## config.mk

```make
export PLATFORM = sky130hd
export DESIGN_NAME = pla_monitor
export DESIGN_NICKNAME = d
export VERILOG_FILES = /design/src/hw/pla_pkg.sv /design/src/hw/pla_monitor.sv
export SDC_FILE = /design/constraint.sdc
export NUM_CORES = 1
export LEC_CHECK = 0
export BUFFER_PORTS_ARGS = -buffer_cell sky130_fd_sc_hd__buf_2
export CAP_MARGIN = 0
export CORE_ASPECT_RATIO = 1.1
export CORE_MARGIN = 2
export CORE_UTILIZATION = 59
export CTS_CLUSTER_DIAMETER = 100
export DETAILED_ROUTE_END_ITERATION = 10
export GPL_ROUTABILITY_DRIVEN = 0
export GPL_TIMING_DRIVEN = 0
export MAX_ROUTING_LAYER = met4
export PLACE_DENSITY = 0.8
export REMOVE_ABC_BUFFERS = 1
export SLEW_MARGIN = 10
export SYNTH_ARGS = -nofsm -noshare
export SYNTH_HDL_FRONTEND = slang
export SYNTH_SLANG_ARGS = --single-unit
```

## constraint.sdc

```tcl
create_clock -name clk -period 4.7 [get_ports clk]
set_input_delay 0.94 -clock clk [delete_from_list [all_inputs] [get_ports clk]]
set_output_delay 0.94 -clock clk [all_outputs]
set_load 0.01 [all_outputs]
```

## src/hw/pla_pkg.sv

```systemverilog
// package of register map, field positions and timing for the life alarm monitor
// assumes a 125 MHz single clock and an Avalon-MM register slave
package pla_pkg;
  // ------------------------------------------------------------
  // register word addresses (byte address = 4 * index)
  // ------------------------------------------------------------
  localparam logic [3:0] REG_FLAGS      = 4'h0;
  localparam logic [3:0] REG_INRUSH     = 4'h1;
  localparam logic [3:0] REG_CTRL_CAP   = 4'h2;
  localparam logic [3:0] REG_MAIN_CAP   = 4'h3;
  localparam logic [3:0] REG_MEAS_STATE = 4'h4;
  localparam logic [3:0] REG_OUT_SEL    = 4'h5;
  localparam logic [3:0] REG_IRQ_STAT   = 4'h6;
  localparam logic [3:0] REG_IRQ_MASK   = 4'h7;
  localparam logic [3:0] REG_MAIN_MEAS  = 4'h8;
  localparam logic [3:0] REG_REPLACE    = 4'h9;
  // ------------------------------------------------------------
  // flag bit positions
  // ------------------------------------------------------------
  localparam int BIT_CTRL_CAP = 0;
  localparam int BIT_MAIN_CAP = 1;
  localparam int BIT_FAN      = 2;
  localparam int BIT_INRUSH   = 3;
  // ------------------------------------------------------------
  // life figures in percent
  // ------------------------------------------------------------
  localparam logic [6:0] LIFE_FULL       = 7'h64; // 100 %
  localparam logic [6:0] INRUSH_ALARM    = 7'h0A; // 10 %
  localparam logic [6:0] CTRL_CAP_ALARM  = 7'h0A; // below 10 %
  localparam logic [6:0] MAIN_CAP_ALARM  = 7'h55; // 85 % or lower
  localparam int         INRUSH_PER_PCT  = 10000;
  // ------------------------------------------------------------
  // terminal function codes
  // ------------------------------------------------------------
  localparam logic [7:0] SEL_POS = 8'h5A;          // 90
  localparam logic [7:0] SEL_NEG = 8'hBE;          // 190
  // ------------------------------------------------------------
  // timing
  // ------------------------------------------------------------
  localparam int CLK_HZ       = 125000000;
  localparam int DC_APPLY_MS  = 1000;              // dc voltage for 1 s
  localparam int DC_APPLY_CYC = (CLK_HZ / 1000) * DC_APPLY_MS;
  // ------------------------------------------------------------
  // measurement state codes
  // ------------------------------------------------------------
  typedef enum logic [3:0] {
    MS_IDLE  = 4'h0,
    MS_START = 4'h1,
    MS_RUN   = 4'h2,
    MS_DONE  = 4'h3,
    MS_FORCE = 4'h8,
    MS_ERR   = 4'h9
  } pla_meas_t;
endpackage

```

## src/hw/pla_monitor.sv

```systemverilog
// life alarm monitor: part wear counters, alarm flags, capacitor measure sequence
// assumes single clk at 125 MHz, async active-low rstn, external pins synced here
//
// Contract
// - four-bit flag word: bit3 inrush, bit2 fan, bit1 main cap, bit0 ctrl cap.
// - combined alarm is on whenever any flag bit is set; the terminal shows it only for select code 90 or 190, else low.
// - terminal select code 90 drives alarm true, 190 drives it inverted.
// - inrush life counts down one percent per ten thousand contact closures.
// - inrush life at 10 percent sets bit3 and the alarm.
// - control capacitor life counts down from 100 percent while operating.
// - control capacitor life below 10 percent sets bit0 and the alarm.
// - main capacitor life updates only when a measurement completes.
// - measured main life 85 percent or lower sets bit1 and the alarm.
// - state codes 0,1,2,3,8,9; only 0 and 1 are writable.
// - start requested begins measurement at power-off, dc applied for one second.
// - early power return may leave state 2; host repeats from start request (a write of 1 is ignored while the state is 2).
// - run command or shutoff during measuring gives 8, a measurement fault at the dc end gives 9.
// - fan speed at half or less sets bit2, alarm and fan fault indication.
// - any single worn fan among several raises the fan alarm.
module pla_monitor #(
  parameter int N_FANS       = 2,
  parameter int DC_CYCLES    = pla_pkg::DC_APPLY_CYC,
  parameter int CTRL_AGE_CYC = 125000000
) (
  input  wire logic              clk,
  input  wire logic              rstn,
  input  wire logic [3:0]        avs_address,
  input  wire logic              avs_read,
  input  wire logic              avs_write,
  input  wire logic [31:0]       avs_writedata,
  output logic      [31:0]       avs_readdata,
  output logic                   avs_waitrequest,
  input  wire logic              contact_on,
  input  wire logic              operating,
  input  wire logic              hot,
  input  wire logic [N_FANS-1:0] fan_slow,
  input  wire logic              power_off,
  input  wire logic              run_cmd,
  input  wire logic              output_shutoff_input,
  input  wire logic              meas_fault,
  output logic                   dc_apply,
  output logic                   life_alarm_out,
  output logic                   fan_fault_indication,
  output logic                   irq
);
  // ------------------------------------------------------------
  // pin synchronisers
  // ------------------------------------------------------------
  // fan pins on top, single pins below
  localparam int NP = N_FANS + 7;
  logic [NP-1:0] pin_a_r;
  logic [NP-1:0] pin_b_r;
  wire  [NP-1:0] pin_raw = {fan_slow, contact_on, operating, hot, power_off,
                            run_cmd, output_shutoff_input, meas_fault};
  // two flops per pin
  always_ff @(posedge clk or negedge rstn) begin
    if (!rstn) begin
      pin_a_r <= '0;
      pin_b_r <= '0;
    end else begin
      pin_a_r <= pin_raw;
      pin_b_r <= pin_a_r;
    end
  end
  // synced pin views, only the second flop is read
  wire [N_FANS-1:0] fan_s   = pin_b_r[NP-1:7];
  wire              cont_s  = pin_b_r[6];
  wire              oper_s  = pin_b_r[5];
  wire              hot_s   = pin_b_r[4];
  wire              poff_s  = pin_b_r[3];
  wire              run_s   = pin_b_r[2];
  wire              shut_s  = pin_b_r[1];
  wire              mfault_s = pin_b_r[0];

  // ------------------------------------------------------------
  // bus decode
  // ------------------------------------------------------------
  // address match, shared by every write strobe
  function automatic logic reg_hit(input logic [3:0] addr,
                                   input logic [3:0] idx);
    return addr == idx;
  endfunction
  // acc takes a request, wr lands a write on the edge waitrequest is low
  logic        ack_r;
  wire         acc     = (avs_read | avs_write) & ~ack_r;
  wire         wr      = avs_write & ack_r;
  wire         wr_meas = wr & reg_hit(avs_address, pla_pkg::REG_MEAS_STATE);
  wire         wr_sel  = wr & reg_hit(avs_address, pla_pkg::REG_OUT_SEL);
  wire         wr_ist  = wr & reg_hit(avs_address, pla_pkg::REG_IRQ_STAT);
  wire         wr_imsk = wr & reg_hit(avs_address, pla_pkg::REG_IRQ_MASK);
  wire         wr_mval = wr & reg_hit(avs_address, pla_pkg::REG_MAIN_MEAS);
  wire         wr_repl = wr & reg_hit(avs_address, pla_pkg::REG_REPLACE);
  wire [3:0]   repl    = wr_repl ? avs_writedata[3:0] : 4'h0;

  // ------------------------------------------------------------
  // inrush contact counter
  // ------------------------------------------------------------
  // closure counter, inrush life and contact edge detect
  logic [13:0] cont_cnt_r;
  logic [6:0]  inrush_life_r;
  logic        cont_d_r;
  wire         cont_edge    = cont_s & ~cont_d_r;
  wire         pct_step     = cont_edge & (cont_cnt_r == 14'(pla_pkg::INRUSH_PER_PCT - 1));
  wire  [13:0] cont_cnt_nxt = pct_step ? 14'h0000 : cont_cnt_r + 14'h0001;
  // delayed contact level for the closure edge
  always_ff @(posedge clk or negedge rstn) begin
    if (!rstn) begin
      cont_d_r <= 1'b0;
    end else begin
      cont_d_r <= cont_s;
    end
  end
  // count closures, drop one percent per block
  always_ff @(posedge clk or negedge rstn) begin
    if (!rstn) begin
      cont_cnt_r    <= 14'h0000;
      inrush_life_r <= pla_pkg::LIFE_FULL;
    end else begin
      if (repl[pla_pkg::BIT_INRUSH]) begin
        cont_cnt_r    <= 14'h0000;
        inrush_life_r <= pla_pkg::LIFE_FULL;
      end else if (cont_edge) begin
        cont_cnt_r <= cont_cnt_nxt;
        if (pct_step && inrush_life_r != 7'h00)
          inrush_life_r <= inrush_life_r - 7'h01;
      end
    end
  end

  // ------------------------------------------------------------
  // control capacitor ageing
  // ------------------------------------------------------------
  // ageing accumulator and control capacitor life
  logic [31:0] age_cnt_r;
  logic [6:0]  ctrl_life_r;
  wire  [31:0] age_inc     = hot_s ? 32'h0000_0002 : 32'h0000_0001;
  wire         age_step    = oper_s & (age_cnt_r + age_inc >= 32'(CTRL_AGE_CYC));
  wire  [31:0] age_cnt_nxt = age_step ? 32'h0000_0000 : age_cnt_r + age_inc;
  // hot operation ages twice as fast
  always_ff @(posedge clk or negedge rstn) begin
    if (!rstn) begin
      age_cnt_r   <= 32'h0000_0000;
      ctrl_life_r <= pla_pkg::LIFE_FULL;
    end else if (repl[pla_pkg::BIT_CTRL_CAP]) begin
      age_cnt_r   <= 32'h0000_0000;
      ctrl_life_r <= pla_pkg::LIFE_FULL;
    end else if (oper_s) begin
      age_cnt_r <= age_cnt_nxt;
      if (age_step && ctrl_life_r != 7'h00)
        ctrl_life_r <= ctrl_life_r - 7'h01;
    end
  end

  // ------------------------------------------------------------
  // main capacitor measurement sequence
  // ------------------------------------------------------------
  // measurement state, dc timer and capacitor values
  pla_pkg::pla_meas_t ms_r;
  pla_pkg::pla_meas_t ms_nxt;
  logic [31:0] dc_cnt_r;
  logic [6:0]  main_meas_r;
  logic [6:0]  main_life_r;
  logic        poff_d_r;
  wire         pon_edge = ~poff_s & poff_d_r;
  wire         poff_edge = poff_s & ~poff_d_r;
  wire         dc_end   = (dc_cnt_r == 32'(DC_CYCLES - 1));
  wire         disturb  = run_s | shut_s;
  wire [3:0]   wcode    = avs_writedata[3:0];
  wire         meas_ok  = (ms_r == pla_pkg::MS_RUN) & dc_end & ~disturb & ~mfault_s;
  // next state of the measurement
  always_comb begin
    ms_nxt = ms_r;
    unique case (ms_r)
      pla_pkg::MS_START: begin
        if (poff_edge) ms_nxt = pla_pkg::MS_RUN;
      end
      pla_pkg::MS_RUN: begin
        if (disturb) ms_nxt = pla_pkg::MS_FORCE;
        else if (pon_edge) ms_nxt = pla_pkg::MS_RUN;
        else if (dc_end) ms_nxt = mfault_s ? pla_pkg::MS_ERR : pla_pkg::MS_DONE;
      end
      default: ;
    endcase
    // only idle and start requested may be written
    if (wr_meas && (wcode == 4'h0 || wcode == 4'h1) && ms_r != pla_pkg::MS_RUN)
      ms_nxt = pla_pkg::pla_meas_t'(wcode);
  end
  // dc timer runs only while measuring with power off
  wire  [31:0] dc_cnt_nxt   = (ms_r == pla_pkg::MS_RUN && poff_s && !dc_end) ?
                              dc_cnt_r + 32'h0000_0001 : 32'h0000_0000;
  wire         dc_apply_nxt = (ms_nxt == pla_pkg::MS_RUN) & poff_s;
  // state and power edge register
  always_ff @(posedge clk or negedge rstn) begin
    if (!rstn) begin
      ms_r     <= pla_pkg::MS_IDLE;
      poff_d_r <= 1'b0;
    end else begin
      ms_r     <= ms_nxt;
      poff_d_r <= poff_s;
    end
  end
  // dc timer and dc drive to the motor
  always_ff @(posedge clk or negedge rstn) begin
    if (!rstn) begin
      dc_cnt_r <= 32'h0000_0000;
      dc_apply <= 1'b0;
    end else begin
      dc_cnt_r <= dc_cnt_nxt;
      dc_apply <= dc_apply_nxt;
    end
  end
  // measured value stands in for the analogue result, copied on success
  always_ff @(posedge clk or negedge rstn) begin
    if (!rstn) begin
      main_meas_r <= pla_pkg::LIFE_FULL;
      main_life_r <= pla_pkg::LIFE_FULL;
    end else begin
      if (wr_mval) main_meas_r <= avs_writedata[6:0];
      if (meas_ok) main_life_r <= main_meas_r;
    end
  end

  // ------------------------------------------------------------
  // alarm flags, hold until replacement (main cap also a passing measurement) in a cycle whose set term is low
  // ------------------------------------------------------------
  // flag word, set and clear terms, terminal select
  logic [3:0] flags_r;
  logic [3:0] flag_set;
  logic [3:0] flag_clr;
  logic [7:0] out_sel_r;
  logic       fan_worn;
  assign fan_worn = |fan_s;
  always_comb begin
    flag_set = 4'h0;
    flag_set[pla_pkg::BIT_INRUSH]   = inrush_life_r <= pla_pkg::INRUSH_ALARM;
    flag_set[pla_pkg::BIT_FAN]      = fan_worn;
    flag_set[pla_pkg::BIT_MAIN_CAP] = main_life_r <= pla_pkg::MAIN_CAP_ALARM;
    flag_set[pla_pkg::BIT_CTRL_CAP] = ctrl_life_r < pla_pkg::CTRL_CAP_ALARM;
    flag_clr = repl;
    flag_clr[pla_pkg::BIT_MAIN_CAP] = repl[pla_pkg::BIT_MAIN_CAP] |
                                      (meas_ok & (main_meas_r > pla_pkg::MAIN_CAP_ALARM));
  end
  // set wins over clear
  wire [3:0] flags_nxt = (flags_r & ~flag_clr) | flag_set;
  always_ff @(posedge clk or negedge rstn) begin
    if (!rstn) begin
      flags_r <= 4'h0;
    end else begin
      flags_r <= flags_nxt;
    end
  end

  // ------------------------------------------------------------
  // outputs and terminal mapping
  // ------------------------------------------------------------
  // any flag drives the alarm; select code picks the terminal sense
  wire any_alarm = |flags_r;
  wire term_nxt  = (out_sel_r == pla_pkg::SEL_POS) ? any_alarm :
                   (out_sel_r == pla_pkg::SEL_NEG) ? ~any_alarm : 1'b0;
  // terminal function select register
  always_ff @(posedge clk or negedge rstn) begin
    if (!rstn) begin
      out_sel_r <= 8'h00;
    end else if (wr_sel) begin
      out_sel_r <= avs_writedata[7:0];
    end
  end
  // registered alarm and fan fault outputs
  always_ff @(posedge clk or negedge rstn) begin
    if (!rstn) begin
      life_alarm_out       <= 1'b0;
      fan_fault_indication <= 1'b0;
    end else begin
      fan_fault_indication <= flags_r[pla_pkg::BIT_FAN];
      life_alarm_out       <= term_nxt;
    end
  end

  // ------------------------------------------------------------
  // interrupts: sticky on rising flags, write one to clear
  // ------------------------------------------------------------
  // status, mask and flag history for edge detect
  logic [3:0] ist_r;
  logic [3:0] imsk_r;
  logic [3:0] flags_d_r;
  wire  [3:0] ev      = flags_r & ~flags_d_r;
  wire  [3:0] w1c     = wr_ist ? avs_writedata[3:0] : 4'h0;
  wire  [3:0] ist_nxt = (ist_r & ~w1c) | ev;                // event wins over clear
  // interrupt mask register
  always_ff @(posedge clk or negedge rstn) begin
    if (!rstn) begin
      imsk_r <= 4'h0;
    end else if (wr_imsk) begin
      imsk_r <= avs_writedata[3:0];
    end
  end
  // sticky status and level interrupt
  always_ff @(posedge clk or negedge rstn) begin
    if (!rstn) begin
      ist_r     <= 4'h0;
      flags_d_r <= 4'h0;
      irq       <= 1'b0;
    end else begin
      flags_d_r <= flags_r;
      ist_r     <= ist_nxt;
      irq       <= |(ist_r & imsk_r);
    end
  end

  // ------------------------------------------------------------
  // read mux and one-wait handshake
  // ------------------------------------------------------------
  // read data selection by word index
  logic [31:0] rd_mux;
  always_comb begin
    rd_mux = 32'h0000_0000;
    unique case (avs_address)
      pla_pkg::REG_FLAGS:      rd_mux[3:0] = flags_r;
      pla_pkg::REG_INRUSH:     rd_mux[6:0] = inrush_life_r;
      pla_pkg::REG_CTRL_CAP:   rd_mux[6:0] = ctrl_life_r;
      pla_pkg::REG_MAIN_CAP:   rd_mux[6:0] = main_life_r;
      pla_pkg::REG_MEAS_STATE: rd_mux[3:0] = ms_r;
      pla_pkg::REG_OUT_SEL:    rd_mux[7:0] = out_sel_r;
      pla_pkg::REG_IRQ_STAT:   rd_mux[3:0] = ist_r;
      pla_pkg::REG_IRQ_MASK:   rd_mux[3:0] = imsk_r;
      pla_pkg::REG_MAIN_MEAS:  rd_mux[6:0] = main_meas_r;
      default:                 rd_mux = 32'h0000_0000;
    endcase
  end
  // one wait cycle per access; ack_r blocks a second take
  always_ff @(posedge clk or negedge rstn) begin
    if (!rstn) begin
      ack_r           <= 1'b0;
      avs_waitrequest <= 1'b1;
    end else begin
      ack_r           <= acc;
      avs_waitrequest <= ~acc;
    end
  end
  // read data captured on the take edge, held until the next read
  always_ff @(posedge clk or negedge rstn) begin
    if (!rstn) begin
      avs_readdata <= 32'h0000_0000;
    end else if (acc && avs_read) begin
      avs_readdata <= rd_mux;
    end
  end
endmodule // pla_monitor

```

==> results.sh, run 1 <==
export IMPL_p_leak_nw=4.16
export IMPL_maxCapViolations=0
export IMPL_clkPwrFrac=0.395
export IMPL_final_common_cell="dfrtp_1"
export IMPL_cp_arrival_ns=4.45
export IMPL_critPathMaxFanout=15
export IMPL_first_iter_violations=538
export IMPL_seqPwrFrac=0.493
export IMPL_period_share=0.879
export IMPL_clkSlewWorstSetupHoldPaths_ns=0.06
export IMPL_grt_max_degree=117
export IMPL_setup_viol=0
export IMPL_numPortBuffers=37
export IMPL_synth_top_cell_by_area="dfrtp_1"
export IMPL_core_um2=14300
export IMPL_busiest_layer="met2"
export IMPL_start_util=0.600
export IMPL_dieHeight_um=131
export IMPL_dieWidth_um=119
export IMPL_grtUsageMet1=0.317
export IMPL_slew_limit_headroom=0.203
export IMPL_synth_cell_types=65
export IMPL_wl_um=17400
export IMPL_power_frac_comb=0.112
export IMPL_power_density_nw_per_um2=370
export IMPL_p_switching_mw=0.920
export IMPL_clockBufferDepth=2
export IMPL_finalHoldViolCount=0
export IMPL_drt_drc_violations_left=0
export IMPL_synth_edf_count=0
export IMPL_grt_pass1_wl_um=29600
export IMPL_synth_area_leaders="dfrtp_1 45%, nor2_1 4.2%, nand2_1 4.1%"
export IMPL_clock_latency_ns=0.43
export IMPL_fmax_mhz=242
export IMPL_async_reset_ff_frac=1.00
export IMPL_ir_worst_vdd_mv=0.302
export IMPL_fin_skew_ns=0.00795
export IMPL_grt_use_total=0.244
export IMPL_avgSynthCellArea_um2=9.84
export IMPL_rsz0062_at_grt="false"
export IMPL_numCtsBuffers=17
export IMPL_synth_warnings=0
export IMPL_via_per_inst=5.80
export IMPL_crit_type="flop to flop"
export IMPL_final_cell_mix="154 x dfrtp_1, 96 x nor2_1, 94 x nand2_1"
export IMPL_hold_buffers=0
export IMPL_end_kind="flop"
export IMPL_total_power_mw=3.48
export IMPL_use_met3=0.0430
export IMPL_grt_pass1_vias=6130
export IMPL_ios=86
export IMPL_required_ns=5.01
export IMPL_rows=46
export IMPL_routed_via_count=6387
export IMPL_dr_pass1_iters=5
export IMPL_clock_sinks=167
export IMPL_root_buffer="clkbuf_16"
export IMPL_wire_per_inst_um=15.8
export IMPL_yosysSeqAreaShare=0.488
export IMPL_cpMaxStageDelayCell="nor3_1"
export IMPL_ys_seq_elements=167
export IMPL_status="finished, final reports clean"
export IMPL_post_cts_setup_buffer_count=0
export IMPL_ant_nets=0
export IMPL_tns_ns=0
export IMPL_p_int_mw=2.56
export IMPL_cts_resized=0
export IMPL_slew_violations=0
export IMPL_min_path_type="flop to flop"
export IMPL_synth_top_area_frac=0.449
export IMPL_use_met2=0.395
export IMPL_worstPathCellList="ha_1 -> a21oi_1 -> nor3_1 -> a21boi_1 -> a311o_1 -> a41oi_1 -> o211ai_1 -> a21oi_2 -> nand3_1 -> o311ai_1"
export IMPL_fin_crit_ns=4.13
export IMPL_fin_nets=954
export IMPL_area_delta_synth_final_pct=9.68
export IMPL_synth_ff_type="dfrtp_1"
export IMPL_syn_cell_area_um2=8590
export IMPL_startpoint_type="flop"
export IMPL_drive_gt1_frac=0.141
export IMPL_synthCells=873
export IMPL_diodes=0
export IMPL_netSwitchingFraction=0.264
export IMPL_antenna_found_initial=0
export IMPL_cts_tree="yes"
export IMPL_dpl_hpwl_um=11600
export IMPL_die_area_um2=15500
export IMPL_grt_ovfl_total=0
export IMPL_worstMarginPinSlew_ns=1.18
export IMPL_cp_slowest_stage_delay_ns=0.77
export IMPL_htree_levels=4
synthesized netlist by cell type (all sizes together), types with 3 or more instances:
cell type	n
or2	4
or3	8
nand4b	4
nand4	23
nor3	24
a21oi	28
xor2	34
a21o	8
dfstp	13
nor4	8
a221o	10
nor2b	11
nand2b	9
o21ai	36
a22o	11
and4	11
and3	22
o21a	6
o311ai	5
a31oi	4
buf	36
o31ai	4
nand3	43
nor4b	6
ha	8
or4	4
nor2	97
dfrtp	154
xnor2	18
mux2i	15
mux2	28
o211ai	4
inv	17
and2	9
clkbuf	24
a211o	3
nand2	94
nor3b	3
a211oi	4
worst paths after layout:
| kind | from | end | slack, ns | cells past startpoint |
|---|---|---|---|---|
| hold reg to reg | pin_a_r[4] | pin_b_r[4] | 0.35 | 0 |
| hold / removal | pin_a_r[4] | pin_b_r[4] | 0.35 | 0 |
| setup reg to reg | age_cnt_r[1] | age_cnt_r[15] | 0.57 | 10 |
| setup / recovery | age_cnt_r[1] | age_cnt_r[15] | 0.57 | 10 |
| min in group asynchronous | rstn | ack_r | 0.41 | 1 |
| max in group asynchronous | rstn | flags_r[2] | 3.40 | 2 |
per-stage QoR:
stage	utilization	setup slack, ns	cell area, um^2	cells	hold slack (ns)
floorplan	-	0.781	8330	836	0.331
global placement	0.611	0.00686	8760	1065	0.333
detailed placement	0.617	0.667	8840	1069	0.336
CTS	0.658	0.597	9420	1101	0.349
global route	0.658	0.340	9420	1101	0.354
finish	0.658	0.568	9420	1101	0.348
critical path, delay by kind of cell (launching register included):
family | cells | cell delay (ns)
AND/OR/NAND/NOR | 2 | 1.22
adder cells (fa/ha/maj) | 1 | 0.31
AO/OA/AOI/OAI | 7 | 2.08
flip-flops | 1 | 0.41
power groups by stage:
stage / clock (mW) / sequential [mW] / combinational [mW]
finish: 1.38 / 1.72 / 0.390
global route: 1.46 / 1.74 / 0.443
CTS: 1.40 / 1.72 / 0.392
detailed placement: 0 / 1.74 / 0.386
global placement: 0 / 1.73 / 0.365
floorplan: 0 / 1.70 / 0.258
cell families after synthesis:
family                     synth area share
xor gates and xnor gates             0.0530
DFF                                   0.488
buffers and inverters                0.0476
other                              0.000436
and+or+nand+nor                       0.225
muxes                                0.0594
adders and majority gates            0.0140
AOI/OAI and AO/OA                     0.112
routing by layer:
| metal | part of all wire | vias to the layer above |
|---|---|---|
| met4 | 0.016 | 0 |
| met3 | 0.037 | 27 |
| met1 | 0.46 | 3122 |
| li1 | - | 3112 |
| met2 | 0.49 | 126 |
| met5 | 0 | - |
sequential cells by signal, indices dropped and copies added, names as in the netlist, 7 cells and up:
name           flops
main_life_r        7
dc_cnt_r          32
ctrl_life_r        7
pin_a_r            9
avs_readdata       8
age_cnt_r         32
main_meas_r        7
inrush_life_r      7
cont_cnt_r        14
pin_b_r            9
out_sel_r          8
layout make-up:
cell class / count / area [um^2]
multi-input combinational: 652 / 4080
inverter: 17 / 63.8
fill: 1106 / 4910
clock buffer: 21 / 460
clock inverter: 11 / 124
timing repair buffer: 41 / 264
sequential: 167 / 4200
tap: 192 / 240
No activity file was read; power rests on OpenSTA's default activity.
==> run 2: changes to the inputs <==
Settings changed: BUFFER_PORTS_ARGS -buffer_cell sky130_fd_sc_hd__buf_2 to unset, CORE_UTILIZATION 59 to 64, DONT_BUFFER_PORTS set to 1.
==> run 2 against run 1 <==
Against the previous run: critical endpoint is now age_cnt_r[7]; combinational power shrank 16%; register-to-register slack about the same; global-route usage increased by 1.7 points; via count is 0.13% higher; non-clock buffer count down 38; final area fell by 2.6%; critical path type unchanged; setup slack improved by 0.013 ns; wire length up 0.61%; critical path depth increased by 4.
==> results.sh, run 2 (synthesis gave the netlist of run 1 again) <==
export IMPL_status="finished, final reports clean"
export IMPL_final_cell_mix="154 x dfrtp_1, 96 x nor2_1, 94 x nand2_1"
export IMPL_finalHoldViolCount=0
export IMPL_dieHeight_um=126
export IMPL_drive_gt1_frac=0.103
export IMPL_clock_latency_ns=0.44
export IMPL_critPathMaxFanout=16
export IMPL_ios=86
export IMPL_post_cts_setup_buffer_count=0
export IMPL_total_power_mw=3.43
export IMPL_worstMarginPinSlew_ns=1.16
export IMPL_rsz0062_at_grt="false"
export IMPL_start_util=0.653
export IMPL_worstRegToRegCells=14
export IMPL_seq_area_um2=4200
export IMPL_r2r_slack_ns=0.58
export IMPL_period_share=0.876
export IMPL_routed_via_count=6395
export IMPL_slew_limit_headroom=0.219
export IMPL_ir_worst_vdd_mv=0.276
export IMPL_crit_type="flop to flop"
export IMPL_reg2reg_from="pin_b_r[4]"
export IMPL_fin_skew_ns=0.0113
export IMPL_grt_pass1_wl_um=29200
export IMPL_dpl_hpwl_um=11900
export IMPL_maxCapViolations=0
export IMPL_power_density_nw_per_um2=374
export IMPL_final_common_cell="dfrtp_1"
export IMPL_clkSlewWorstSetupHoldPaths_ns=0.06
export IMPL_dieWidth_um=114
export IMPL_fin_crit_ns=4.12
export IMPL_ant_nets=0
export IMPL_grt_max_degree=168
export IMPL_min_path_type="input pin to async pin"
export IMPL_tns_ns=0
export IMPL_diodes=0
export IMPL_fin_nets=916
export IMPL_top_regs="age_cnt_r (32), dc_cnt_r (32), cont_cnt_r (14)"
export IMPL_rows=44
export IMPL_endpoint="age_cnt_r[7]"
export IMPL_reg2reg_to="age_cnt_r[7]"
export IMPL_drt_drc_violations_left=0
export IMPL_numCtsBuffers=17
export IMPL_layout_setup_ws_ns=0.581
export IMPL_fmax_mhz=243
export IMPL_first_iter_violations=509
export IMPL_die_area_um2=14400
export IMPL_area_delta_synth_final_pct=6.80
export IMPL_required_ns=5.07
export IMPL_multiInputGateArea_um2=4080
export IMPL_antenna_found_initial=0
export IMPL_numPortBuffers=0
export IMPL_fill_cells=962
export IMPL_grt_pass1_vias=6195
export IMPL_hold_buffers=0
export IMPL_cts_resized=0
export IMPL_clockBufferDepth=2
export IMPL_grt_use_total=0.261
export IMPL_p_leak_nw=4.00
export IMPL_wl_um=17500
export IMPL_end_kind="flop"
export IMPL_slew_violations=0
export IMPL_via_per_inst=6.20
export IMPL_setup_viol=0
export IMPL_startpoint_type="flop"
export IMPL_cts_tree="yes"
export IMPL_dp_slack_ns=0.588
export IMPL_dr_pass1_iters=5
export IMPL_root_buffer="clkbuf_16"
export IMPL_grt_ovfl_total=0
export IMPL_htree_levels=4
export IMPL_clock_sinks=167
export IMPL_crit_start="pin_b_r[4]"
export IMPL_wire_per_inst_um=16.9
export IMPL_core_um2=13200
export IMPL_cp_arrival_ns=4.49
[run 2: where the power goes]
group          leakage, nW  internal [mW]  total (mW)  switching, mW
sequential            2.13           1.58        1.73          0.149
clock                0.283          0.811        1.37          0.561
combinational         1.58          0.160       0.329          0.170
[run 2: area by class of cell]
cell class                      count  share of cell area
Clock buffer                       21              0.0502
Clock inverter                     11              0.0136
Inverter                           17             0.00695
Multi-Input combinational cell    652               0.444
Sequential cell                   167               0.457
Tap cell                          161              0.0220
Timing Repair Buffer                3             0.00586
[run 2: layer usage]
layer,global-route usage,share of wire
met4,0.0875,0.022
met5,-,0
met1,0.324,0.43
met2,0.426,0.50
met3,0.0557,0.044
[run 2: worst min-delay path by stage]
stage / startpoint / to / cells past startpoint
5_1_grt: rstn / ist_r[0] / 0
3_3_place_gp: pin_a_r[4] / pin_b_r[4] / 0
3_5_place_dp: pin_a_r[2] / pin_b_r[2] / 0
4_1_cts: rstn / avs_readdata[5] / 0
6_report: rstn / ack_r / 0
2_1_floorplan: pin_a_r[0] / pin_b_r[0] / 0
[run 2: worst max-delay path, cell delays in order (launching register included)]
cell,delay [ns]
dfrtp_1,0.41
inv_1,0.07
ha_1,0.20
fa_1,0.28
and4_1,0.29
nand2b_1,0.22
or4_1,0.64
nor2_1,0.17
xor2_1,0.10
a211o_1,0.29
a2111oi_4,0.72
buf_8,0.24
buf_6,0.17
and3_1,0.17
a221o_1,0.10
[run 2: metrics by stage]
stage	std cells	hold WS [ns]	instance area, um^2	util
floorplan	836	0.331	8330	-
global placement	997	0.333	8530	0.649
detailed placement	1000	0.336	8590	0.653
CTS	1032	0.193	9180	0.697
global route	1032	0.184	9180	0.697
finish	1032	0.195	9180	0.697
